<file path="src/hw/fault_flag_consts.svh">
// Register map, field positions, reset values and rule notes for the fault flag bank
// Notes on behaviour
// Key 1011 in bits 6:3 resets registers
// Key field reads back zero afterwards
// Policy bit zero: faults shut converter down
// Policy bit one: faults only reported
// Hard short always shuts buck/boost down
// Host sets policy bit before enabling converters
// Regulator overvolt flags bits 7:4, both edges
// Regulator undervolt flags bits 3:0, both edges
// Event flags sticky, cleared by register read
// Converter over/undervolt flags bits 7:4
// Regulator overcurrent flags bits 3:0
// Converter peak current flags bits 7:6
// Main input lockout flag bit 5
// Regulator input lockout flags bits 4:2
// Thermal trip and warning flags bits 1:0
// Live regulator voltage state register
// Live converter voltage and current register
// Live peak current bits 7:6
// Live lockout bits 5:2
// Live thermal bits 1:0
// Mask bits, zero default, gate interrupt pin
// Interrupt pin low while unmasked flag set
`ifndef FAULT_FLAG_CONSTS_SVH
`define FAULT_FLAG_CONSTS_SVH
`define OFS_POLICY      8'h10
`define OFS_EVENT1      8'h11
`define OFS_EVENT2      8'h12
`define OFS_EVENT3      8'h13
`define OFS_LIVE1       8'h14
`define OFS_LIVE2       8'h15
`define OFS_LIVE3       8'h16
`define OFS_MASK1       8'h17
`define OFS_MASK2       8'h18
`define OFS_MASK3       8'h19
`define SRST_MSB        6
`define SRST_LSB        3
`define SRST_KEY        4'hB
`define POLICY_BIT      0
`define REG_RESET       8'h00
`endif

</file>
<file path="src/hw/fault_flag_pkg.sv">
// Types shared by the fault flag bank
`default_nettype none
package fault_flag_pkg;
   typedef struct packed {
      logic       wr;
      logic       rd;
      logic [7:0] addr;
      logic [7:0] wdata;
   } reg_req_t;
   typedef struct packed {
      logic [7:0] ev1;
      logic [7:0] ev2;
      logic [7:0] ev3;
   } events_t;
endpackage
`default_nettype wire

</file>
<file path="src/hw/pmic_fault_flag_bank.sv">
// Sticky event flags, live status, masks, soft reset and fault shutdown policy
`include "fault_flag_consts.svh"
`default_nettype none
module pmic_fault_flag_bank
   import fault_flag_pkg::*;
(
   input  wire logic       CLK_I,
   input  wire logic       RST_N_I,
   input  wire reg_req_t   REQ_I,
   output logic [7:0]      RDATA_O,
   input  wire events_t    EVENT_I,
   input  wire events_t    LIVE_I,
   input  wire logic [1:0] HARD_SHORT_I,
   output logic [5:0]      SHUTDOWN_O,
   output logic            FAULT_SHUTDOWN_DISABLE_O,
   output logic            IRQ_OUT_N_O
);
   // ----------------------------------------------------------------
   // Input synchronisers: three stages, change taken when 2 and 3 agree
   // ----------------------------------------------------------------
   events_t ev_s1_q, ev_s2_q, ev_s3_q, ev_q;
   events_t lv_s1_q, lv_s2_q, lv_s3_q, lv_q;
   logic [1:0] hs_s1_q, hs_s2_q, hs_s3_q, hs_q;
   always_ff @(posedge CLK_I) begin
      if (!RST_N_I) begin
         ev_s1_q <= '0;
         ev_s2_q <= '0;
         ev_s3_q <= '0;
         ev_q    <= '0;
         lv_s1_q <= '0;
         lv_s2_q <= '0;
         lv_s3_q <= '0;
         lv_q    <= '0;
         hs_s1_q <= '0;
         hs_s2_q <= '0;
         hs_s3_q <= '0;
         hs_q    <= '0;
      end else begin
         ev_s1_q <= EVENT_I;
         ev_s2_q <= ev_s1_q;
         ev_s3_q <= ev_s2_q;
         lv_s1_q <= LIVE_I;
         lv_s2_q <= lv_s1_q;
         lv_s3_q <= lv_s2_q;
         hs_s1_q <= HARD_SHORT_I;
         hs_s2_q <= hs_s1_q;
         hs_s3_q <= hs_s2_q;
         if (ev_s2_q == ev_s3_q) begin
            ev_q <= ev_s3_q;
         end
         if (lv_s2_q == lv_s3_q) begin
            lv_q <= lv_s3_q;
         end
         if (hs_s2_q == hs_s3_q) begin
            hs_q <= hs_s3_q;
         end
      end
   end

   // ----------------------------------------------------------------
   // Register decode
   // ----------------------------------------------------------------
   wire wr_policy = REQ_I.wr && REQ_I.addr == `OFS_POLICY;
   wire soft_rst  = wr_policy && REQ_I.wdata[`SRST_MSB:`SRST_LSB] == `SRST_KEY;
   wire rd_ev1    = REQ_I.rd && REQ_I.addr == `OFS_EVENT1;
   wire rd_ev2    = REQ_I.rd && REQ_I.addr == `OFS_EVENT2;
   wire rd_ev3    = REQ_I.rd && REQ_I.addr == `OFS_EVENT3;
   // Rising edge of each detector pulse (a detector pulses on entry and on recovery)
   events_t ev_prev_q;
   wire [23:0] ev_rise = ev_q & ~ev_prev_q;

   logic       policy_q;
   logic [7:0] flag1_q, flag2_q, flag3_q;
   logic [7:0] mask1_q, mask2_q, mask3_q;
   logic [7:0] rdata_q;

   // ----------------------------------------------------------------
   // Sticky flags: set wins over read clear
   // ----------------------------------------------------------------
   always_ff @(posedge CLK_I) begin
      if (!RST_N_I) begin
         ev_prev_q <= '0;
         flag1_q   <= `REG_RESET;
         flag2_q   <= `REG_RESET;
         flag3_q   <= `REG_RESET;
      end else begin
         ev_prev_q <= ev_q;
         if (soft_rst) begin
            flag1_q <= `REG_RESET;
            flag2_q <= `REG_RESET;
            flag3_q <= `REG_RESET;
         end else begin

            flag1_q <= (rd_ev1 ? 8'h00 : flag1_q) | ev_rise[23:16];

            flag2_q <= (rd_ev2 ? 8'h00 : flag2_q) | ev_rise[15:8];

            flag3_q <= (rd_ev3 ? 8'h00 : flag3_q) | ev_rise[7:0];
         end
      end
   end

   // ----------------------------------------------------------------
   // Masks and policy; the key field is not stored so it reads zero
   // ----------------------------------------------------------------
   always_ff @(posedge CLK_I) begin
      if (!RST_N_I) begin
         policy_q <= 1'b0;
         mask1_q  <= `REG_RESET;
         mask2_q  <= `REG_RESET;
         mask3_q  <= `REG_RESET;
      end else if (soft_rst) begin
         policy_q <= 1'b0;
         mask1_q  <= `REG_RESET;
         mask2_q  <= `REG_RESET;
         mask3_q  <= `REG_RESET;
      end else if (REQ_I.wr) begin
         if (wr_policy) begin
            policy_q <= REQ_I.wdata[`POLICY_BIT];
         end
         if (REQ_I.addr == `OFS_MASK1) begin
            mask1_q <= REQ_I.wdata;
         end
         if (REQ_I.addr == `OFS_MASK2) begin
            mask2_q <= REQ_I.wdata;
         end
         if (REQ_I.addr == `OFS_MASK3) begin
            mask3_q <= REQ_I.wdata;
         end
      end
   end

   // ----------------------------------------------------------------
   // Read data: live state passes straight through
   // ----------------------------------------------------------------
   logic [7:0] rmux;
   always_comb begin
      unique case (REQ_I.addr)
         `OFS_POLICY: rmux = {7'h00, policy_q};
         `OFS_EVENT1: rmux = flag1_q;
         `OFS_EVENT2: rmux = flag2_q;
         `OFS_EVENT3: rmux = flag3_q;
         `OFS_LIVE1:  rmux = lv_q.ev1;
         `OFS_LIVE2:  rmux = lv_q.ev2;
         `OFS_LIVE3:  rmux = lv_q.ev3;
         `OFS_MASK1:  rmux = mask1_q;
         `OFS_MASK2:  rmux = mask2_q;
         `OFS_MASK3:  rmux = mask3_q;
         default:     rmux = 8'h00;
      endcase
   end
   always_ff @(posedge CLK_I) begin
      if (!RST_N_I) rdata_q <= 8'h00;
      else if (REQ_I.rd) rdata_q <= rmux;
   end
   assign RDATA_O = rdata_q;

   // ----------------------------------------------------------------
   // Shutdown: {stepup, stepdown, reg4..reg1}
   // ----------------------------------------------------------------
   wire [5:0] fault_live = {lv_q.ev2[7] | lv_q.ev2[5],
                            lv_q.ev2[6] | lv_q.ev2[4],
                            lv_q.ev1[7:4] | lv_q.ev1[3:0] | lv_q.ev2[3:0]};
   assign SHUTDOWN_O = (policy_q ? 6'h00 : fault_live)
                       | {hs_q, 4'h0};
   assign FAULT_SHUTDOWN_DISABLE_O = policy_q;

   wire pend1   = |(flag1_q & ~mask1_q);
   wire pend2   = |(flag2_q & ~mask2_q);
   wire pend3   = |(flag3_q & ~mask3_q);
   wire pending = pend1 | pend2 | pend3;
   assign IRQ_OUT_N_O = ~pending;

   // ----------------------------------------------------------------
   // Assertions
   // ----------------------------------------------------------------
   key_clears_a: assert property (@(posedge CLK_I) disable iff (!RST_N_I)
      soft_rst |=> (flag1_q == 8'h00 && mask1_q == 8'h00 && !policy_q))
      else $error("soft reset did not clear registers");
   key_reads_zero_a: assert property (@(posedge CLK_I) disable iff (!RST_N_I)
      (REQ_I.rd && REQ_I.addr == `OFS_POLICY) |=> rdata_q[7:1] == 7'h00)
      else $error("key field read back non-zero");
   shut_on_fault_a: assert property (@(posedge CLK_I) disable iff (!RST_N_I)
      (!policy_q && lv_q.ev1[0]) |-> SHUTDOWN_O[0])
      else $error("regulator not shut down on fault");
   keep_running_a: assert property (@(posedge CLK_I) disable iff (!RST_N_I)
      (policy_q && !hs_q[0]) |-> !SHUTDOWN_O[4])
      else $error("converter shut down while policy disabled");
   short_shuts_a: assert property (@(posedge CLK_I) disable iff (!RST_N_I)
      hs_q[1] |-> SHUTDOWN_O[5])
      else $error("hard short ignored");
   flag_sticky_a: assert property (@(posedge CLK_I) disable iff (!RST_N_I)
      (flag1_q[0] && !rd_ev1 && !soft_rst) |=> flag1_q[0])
      else $error("flag lost without read");
   flag_sets_a: assert property (@(posedge CLK_I) disable iff (!RST_N_I)
      (ev_rise[23] && !soft_rst) |=> flag1_q[7])
      else $error("event not latched");
   irq_follow_a: assert property (@(posedge CLK_I) disable iff (!RST_N_I)
      (flag3_q[1] && !mask3_q[1]) |-> !IRQ_OUT_N_O)
      else $error("interrupt not asserted");
   mask_gate_a: assert property (@(posedge CLK_I) disable iff (!RST_N_I)
      (flag2_q == 8'h00 && flag3_q == 8'h00 && (flag1_q & ~mask1_q) == 8'h00) |-> IRQ_OUT_N_O)
      else $error("masked flag drove interrupt");
   live_pass_a: assert property (@(posedge CLK_I) disable iff (!RST_N_I)
      (REQ_I.rd && REQ_I.addr == `OFS_LIVE1) |=> rdata_q == $past(lv_q.ev1))
      else $error("live status mismatch");
   uv_sets_a: assert property (@(posedge CLK_I) disable iff (!RST_N_I)
      (ev_rise[16] && !soft_rst) |=> flag1_q[0])
      else $error("undervoltage event not latched");
   conv_ov_sets_a: assert property (@(posedge CLK_I) disable iff (!RST_N_I)
      (ev_rise[15] && !soft_rst) |=> flag2_q[7])
      else $error("converter event not latched");
   oc_sets_a: assert property (@(posedge CLK_I) disable iff (!RST_N_I)
      (ev_rise[8] && !soft_rst) |=> flag2_q[0])
      else $error("overcurrent event not latched");
   peak_sets_a: assert property (@(posedge CLK_I) disable iff (!RST_N_I)
      (ev_rise[7] && !soft_rst) |=> flag3_q[7])
      else $error("peak event not latched");
   main_lock_sets_a: assert property (@(posedge CLK_I) disable iff (!RST_N_I)
      (ev_rise[5] && !soft_rst) |=> flag3_q[5])
      else $error("main lockout event not latched");
   reg_lock_sets_a: assert property (@(posedge CLK_I) disable iff (!RST_N_I)
      (ev_rise[2] && !soft_rst) |=> flag3_q[2])
      else $error("regulator lockout event not latched");
   thermal_sets_a: assert property (@(posedge CLK_I) disable iff (!RST_N_I)
      (ev_rise[1] && !soft_rst) |=> flag3_q[1])
      else $error("thermal event not latched");
   read_clears_a: assert property (@(posedge CLK_I) disable iff (!RST_N_I)
      (rd_ev2 && ev_rise[15:8] == 8'h00 && !soft_rst) |=> flag2_q == 8'h00)
      else $error("read did not clear flags");
   live_conv_a: assert property (@(posedge CLK_I) disable iff (!RST_N_I)
      (REQ_I.rd && REQ_I.addr == `OFS_LIVE2) |=> rdata_q == $past(lv_q.ev2))
      else $error("live converter status mismatch");
   live_supply_a: assert property (@(posedge CLK_I) disable iff (!RST_N_I)
      (REQ_I.rd && REQ_I.addr == `OFS_LIVE3) |=> rdata_q == $past(lv_q.ev3))
      else $error("live supply status mismatch");
   conv_shut_a: assert property (@(posedge CLK_I) disable iff (!RST_N_I)
      (!policy_q && lv_q.ev2[7]) |-> SHUTDOWN_O[5])
      else $error("converter not shut down on fault");
   regs_run_a: assert property (@(posedge CLK_I) disable iff (!RST_N_I)
      policy_q |-> SHUTDOWN_O[3:0] == 4'h0)
      else $error("regulator shut down while policy disabled");
   down_short_a: assert property (@(posedge CLK_I) disable iff (!RST_N_I)
      hs_q[0] |-> SHUTDOWN_O[4])
      else $error("hard short ignored");
   key_clears_more_a: assert property (@(posedge CLK_I) disable iff (!RST_N_I)
      soft_rst |=> (flag2_q == 8'h00 && flag3_q == 8'h00 && mask3_q == 8'h00))
      else $error("soft reset left registers set");
   irq_first_a: assert property (@(posedge CLK_I) disable iff (!RST_N_I)
      (flag1_q[4] && !mask1_q[4]) |-> !IRQ_OUT_N_O)
      else $error("interrupt not asserted");
   irq_second_a: assert property (@(posedge CLK_I) disable iff (!RST_N_I)
      (flag2_q[3] && !mask2_q[3]) |-> !IRQ_OUT_N_O)
      else $error("interrupt not asserted");
endmodule
`default_nettype wire

</file>
<file path="config.mk">
export PLATFORM = sky130hd
export DESIGN_NAME = pmic_fault_flag_bank
export DESIGN_NICKNAME = d
export VERILOG_FILES = /design/src/hw/fault_flag_pkg.sv /design/src/hw/pmic_fault_flag_bank.sv
export VERILOG_INCLUDE_DIRS = /design/src /design/src/hw
export SDC_FILE = /design/constraint.sdc
export NUM_CORES = 1
export LEC_CHECK = 0
export ABC_AREA = 1
export BUFFER_PORTS_ARGS = -buffer_cell sky130_fd_sc_hd__buf_2
export CORE_ASPECT_RATIO = 0.75
export CORE_MARGIN = 1.5
export CORE_UTILIZATION = 35
export DETAILED_ROUTE_END_ITERATION = 10
export PLACE_DENSITY_LB_ADDON = 0.2
export SYNTH_ARGS = -nofsm -noshare
export SYNTH_HDL_FRONTEND = slang
export SYNTH_SLANG_ARGS = --single-unit
</file>
<file path="constraint.sdc">
create_clock -name CLK_I -period 1.3 [get_ports CLK_I]
set_input_delay 0.26 -clock CLK_I [delete_from_list [all_inputs] [get_ports CLK_I]]
set_output_delay 0.26 -clock CLK_I [all_outputs]
set_load 0.02 [all_outputs]
</file>
# Yosys cells after proc, flatten, opt, wreduce, memory -nomap -nowiden
# Cells that the tools add are included.
# word_totals
ff_bits	281
in_bits	70
output_inout_bits	16
elab_cells	91
# op_classes
n_eq_ne	14
muxes	5
bitwise	20
n_reduce_logical	13
# op_table
op	count
8-bit by 5-bit == test with 1-bit output (second input constant)	10
8-bit case mux with 10 select lines	1
24-bit == test	2
24-bit AND	1
8-bit AND	3
8-bit two-way mux	3
24-bit inverter	1
8-bit inverter	3
8-bit OR	3
8-bit OR reduction	3
4-bit OR	2
2-bit AND reduction	4
6-bit two-way mux	1
6-bit OR	1
1-bit logical AND	5
4-bit == test (second input constant)	1
1-bit OR	4
2-bit == test	1
1-bit inverter	2
2-bit OR reduction	1

# Depth between registers and ports, before layout
# depth
word_depth	6
mapped_depth	11
mapped_depth_nobuf	9

# Worst setup path after synthesis
# Ideal clock, no wire load.
# synth_timing
path_type	flip-flop to flip-flop
start	register ev_s3_q[17] (netlist bit)
end	register ev_q[18] (netlist bit)
setup_time_ns	0.113
t_arrival_ns	1.228
required_ns	1.187
path_slack_ns	-0.041
path_stages_with_launch	10
n_path_buf	2
synth_period_minus_slack_ns	1.341
path_cell_list	dfxtp_1 xor2_1 nor2_1 nand2_1 nor2_1 nand3_1 buf_2 buf_4 nor2_1 nor2_1
# synth_between
elab_chain_cells	1
# synth_lines
element	line	rtl
start, declared	pmic_fault_flag_bank.sv:21	events_t ev_s1_q, ev_s2_q, ev_s3_q, ev_q;
start signal, assigned	pmic_fault_flag_bank.sv:41	ev_s3_q <= ev_s2_q;
24-bit == test	pmic_fault_flag_bank.sv:48	if (ev_s2_q == ev_s3_q) begin
end signal, assigned	pmic_fault_flag_bank.sv:49	ev_q <= ev_s3_q;
end, declared	pmic_fault_flag_bank.sv:21	
# Every way passes these cells.
# A chain may end at the register's enable or synchronous reset.

# Worst setup path after layout
# layout_timing
start	register mask1_q[2]
end	output IRQ_OUT_N_O
# layout_between
elab_chain_cells	6
# layout_lines
element	line	rtl
start, declared	pmic_fault_flag_bank.sv:74	logic [7:0] mask1_q, mask2_q, mask3_q;
start signal, assigned	pmic_fault_flag_bank.sv:109	mask1_q <= `REG_RESET;
start signal, assigned	pmic_fault_flag_bank.sv:114	mask1_q <= `REG_RESET;
start signal, assigned	pmic_fault_flag_bank.sv:122	mask1_q <= REQ_I.wdata;
8-bit inverter	pmic_fault_flag_bank.sv:168	wire pend1 = |(flag1_q & ~mask1_q);
8-bit AND	pmic_fault_flag_bank.sv:168	
8-bit OR reduction	pmic_fault_flag_bank.sv:168	
1-bit OR (2 in a row)	pmic_fault_flag_bank.sv:171	wire pending = pend1 | pend2 | pend3;
1-bit inverter	pmic_fault_flag_bank.sv:172	assign IRQ_OUT_N_O = ~pending;
end, declared	pmic_fault_flag_bank.sv:16	output logic IRQ_OUT_N_O
# Every way passes these cells.

==> results.md <==
- H-tree lvl count: 1
- PnR worst setup slack: -720 ps
- Met2 GRT Util: 0.275
- Mean Syn Cell Area: 7.42 um^2
- Final Slew Violations: 0
- Pre-CTS WS: -379 ps
- Clk sinks: 281
- WP depth: 6
- Worst flop-to-flop path startpoint: lv_s3_q[8]
- Seq cells post-synth: 281
- Hold path cells: 3
- Final Setup Violations: 56
- Layout net count: 1765
- FMAX: 495 MHz
- CTS tree: done
- Met1 usage: 0.272
- Mapped Nets: 1483
- Total grt overflow: 0
- Max-slew headroom: 0.752
- Worst-path clk slew: 70 ps
- WL/cell: 13.3 um
- Failing checks: setup timing
- Vias in the first global route: 8639
- CP Class: reg2out
- Final Util: 0.518
- Top post-synthesis cells by area: dfxtp_1 (54%), nand2_1 (14%), inv_1 (9.1%), nor2_1 (7.3%), nand3_1 (3.6%)
- Share of layout cells above drive strength 1: 0.292
- Post-synthesis sequential area ratio: 0.537
- First DRT Iteration DRCs: 536
- Critical Path AT: 1760 ps
- Total CTS buffers: 29
- CP max stage cell: dfxtp_2
- Crit Path Max Fanout: 2
- Unrepaired setup endpoints after global routing: yes
- Maximum VDD drop: 1000 uV
- Post-route DRC: 0
- Worst path cell trace: o22ai_2 -> nor4_2 -> buf_4 -> nand2_4 -> nor2_4 -> buf_6
- Post-Syn Area: 10500 um^2
- Final WL: 28000 um
- Area grow syn2layout: 44.6%
- Clk root buf: clkbuf_16
- Synth unique cells: 30
- Die Y: 153 um
- Met3 usage: 0.0305
- HPWL Detailed: 18300 um
- GRT Util Overall: 0.183
- Drt first pass iters: 5
- Outcome: complete, but fails checks
- Max Clock Skew: 23.2 ps
- Starting density of the core: 0.358
- Clk_lat worst skew: 570 ps
- HP Start: REQ_I[5]
- PortBufs: 85
- CP required: 1040 ps
- Largest net degree at the start of global routing: 60
- Fin crit share: 1.55
- Die width: 203 um
- Delay-heaviest family, CP: simple AND/OR/NAND/NOR gates
- FILL cells: 2796
- Hold crit path type: in2reg
- Element type at the critical path end: primary output
- # IOs: 86
- Top cell type's share of synthesized area: 0.537
- Worst path max stage delay: 350 ps
- Routability cong.: 0.868
- P per Cell Area: 1220 nW/um^2
- CP bufs+invs: 2
- Leading area contributor after synthesis: dfxtp_1
- P_leak: 8.08 nW
- Critical path startpoint category: flop
- Die ar.: 31000 um^2
- YS warnings: 0
- Clk buf depth: 3
- Most used routing layer: met2
- Worst hold margin: 13.0 ps
- Vias per inst: 4.26
- R2R depth: 10
- Tightest Pin Transition: 372 ps
- CP startpoint: mask1_q[2]
- Routed Antenna Nets: 0
- Final hold viol count: 0
- Ant diodes: 0
- Fin crit period: 2020 ps
- Initial antenna violation count: 0
- Area of the multi-input gates: 4330 um^2
- Sequential Area: 5670 um^2
- Core footprint: 29300 um^2
- First-pass GRT wire length: 45200 um
- Vias: 8963
- Max cap viols: 0
- # rows: 54
- Post-synthesis cell count: 1413
## worst min-delay path, cell delays in order
cell	delay, ps
buf_2	140
nand2_1	70
a21oi_1	60
## power by group
group	leakage [nW]	switching, mW	internal [mW]
combinational	5.33	0.827	0.742
clock	0.445	3.43	4.57
sequential	2.31	0.127	8.86
## cell families after synthesis
group / count (synthesis) / share of synthesized area
buf+inv: 313 / 0.118
simple gates: 686 / 0.262
flops: 281 / 0.537
compound gates: 84 / 0.0428
xor+xnor: 49 / 0.0409
## Yosys cell counts (all sizes together)
master	instances
a211oi	1
a21oi	59
a221oi	1
a31oi	4
buf	19
clkbuf	30
clkinv	1
dfxtp	281
inv	263
nand2	387
nand3	77
nand3b	1
nand4	3
nor2	216
nor4	2
o21ai	10
o21bai	2
o22ai	7
xnor2	9
xor2	40
## metrics by stage
step	TNS [ps]	area (um^2)	total power, mW	instances
CTS	-18340	14900	18.7	2105
detailed placement	-27450	12400	10.3	1973
floorplan	-1120	10500	9.80	1413
global route	-22020	15200	19.3	2105
global placement	-27080	12400	10.3	1973
finish	-17160	15200	18.6	2105
## placed cells by master (no fill, tap or decap), drive strengths merged, types with 3 or more instances in the layout
cell type    count
inv            264
nand4            3
clkbuf          37
nor2           216
dlygate4sd3     54
nand3           77
nand2          387
dfxtp          281
xnor2            9
buf            246
clkinv           9
a21oi           59
o21ai           10
a31oi            4
o22ai            7
xor2            40
## flip-flops by register name (all words and copies together), names as in the netlist
register	flops
FAULT_SHUTDOWN_DISABLE_O	1
RDATA_O	8
ev_prev_q	24
ev_q	24
ev_s1_q	24
ev_s2_q	24
ev_s3_q	24
flag1_q	8
flag2_q	8
flag3_q	8
hs_q	2
hs_s1_q	2
hs_s2_q	2
hs_s3_q	2
lv_q	24
lv_s1_q	24
lv_s2_q	24
lv_s3_q	24
mask1_q	8
mask2_q	8
mask3_q	8
## repair_timing
item / CTS / global route
resized for setup: 189 / 106
pin swaps: 14 / 39
hold buffers: 54 / 0
setup buffers: 16 / 6
endpoints found under the setup margin: 64 / 65
hold endpoints to repair: 59 / 0
cloned: 14 / 0
## cell type report
cell class	instances	share of cell area
multi-input combinational	819	0.286
sequential	281	0.374
clock buffer	37	0.0505
inverter	264	0.0664
timing repair buffer	300	0.181
tap	392	0.0324
clock inverter	12	0.00941
## path summary, 6_finish.rpt
path | endpoint | slack, ps
max | IRQ_OUT_N_O | -720
min | mask3_q[5] | 10
max reg2reg | lv_q[17] | -410
min reg2reg | lv_s2_q[8] | 410
## routing by layer
metal | vias up | part of all wire | routed length [um]
met3 | 41 | 0.042 | 1170
met5 | - | 0 | 0
met2 | 143 | 0.41 | 11600
li1 | 4751 | - | -
met1 | 4028 | 0.53 | 14700
met4 | 0 | 0.019 | 541
Power figures use the tool's default switching activity.
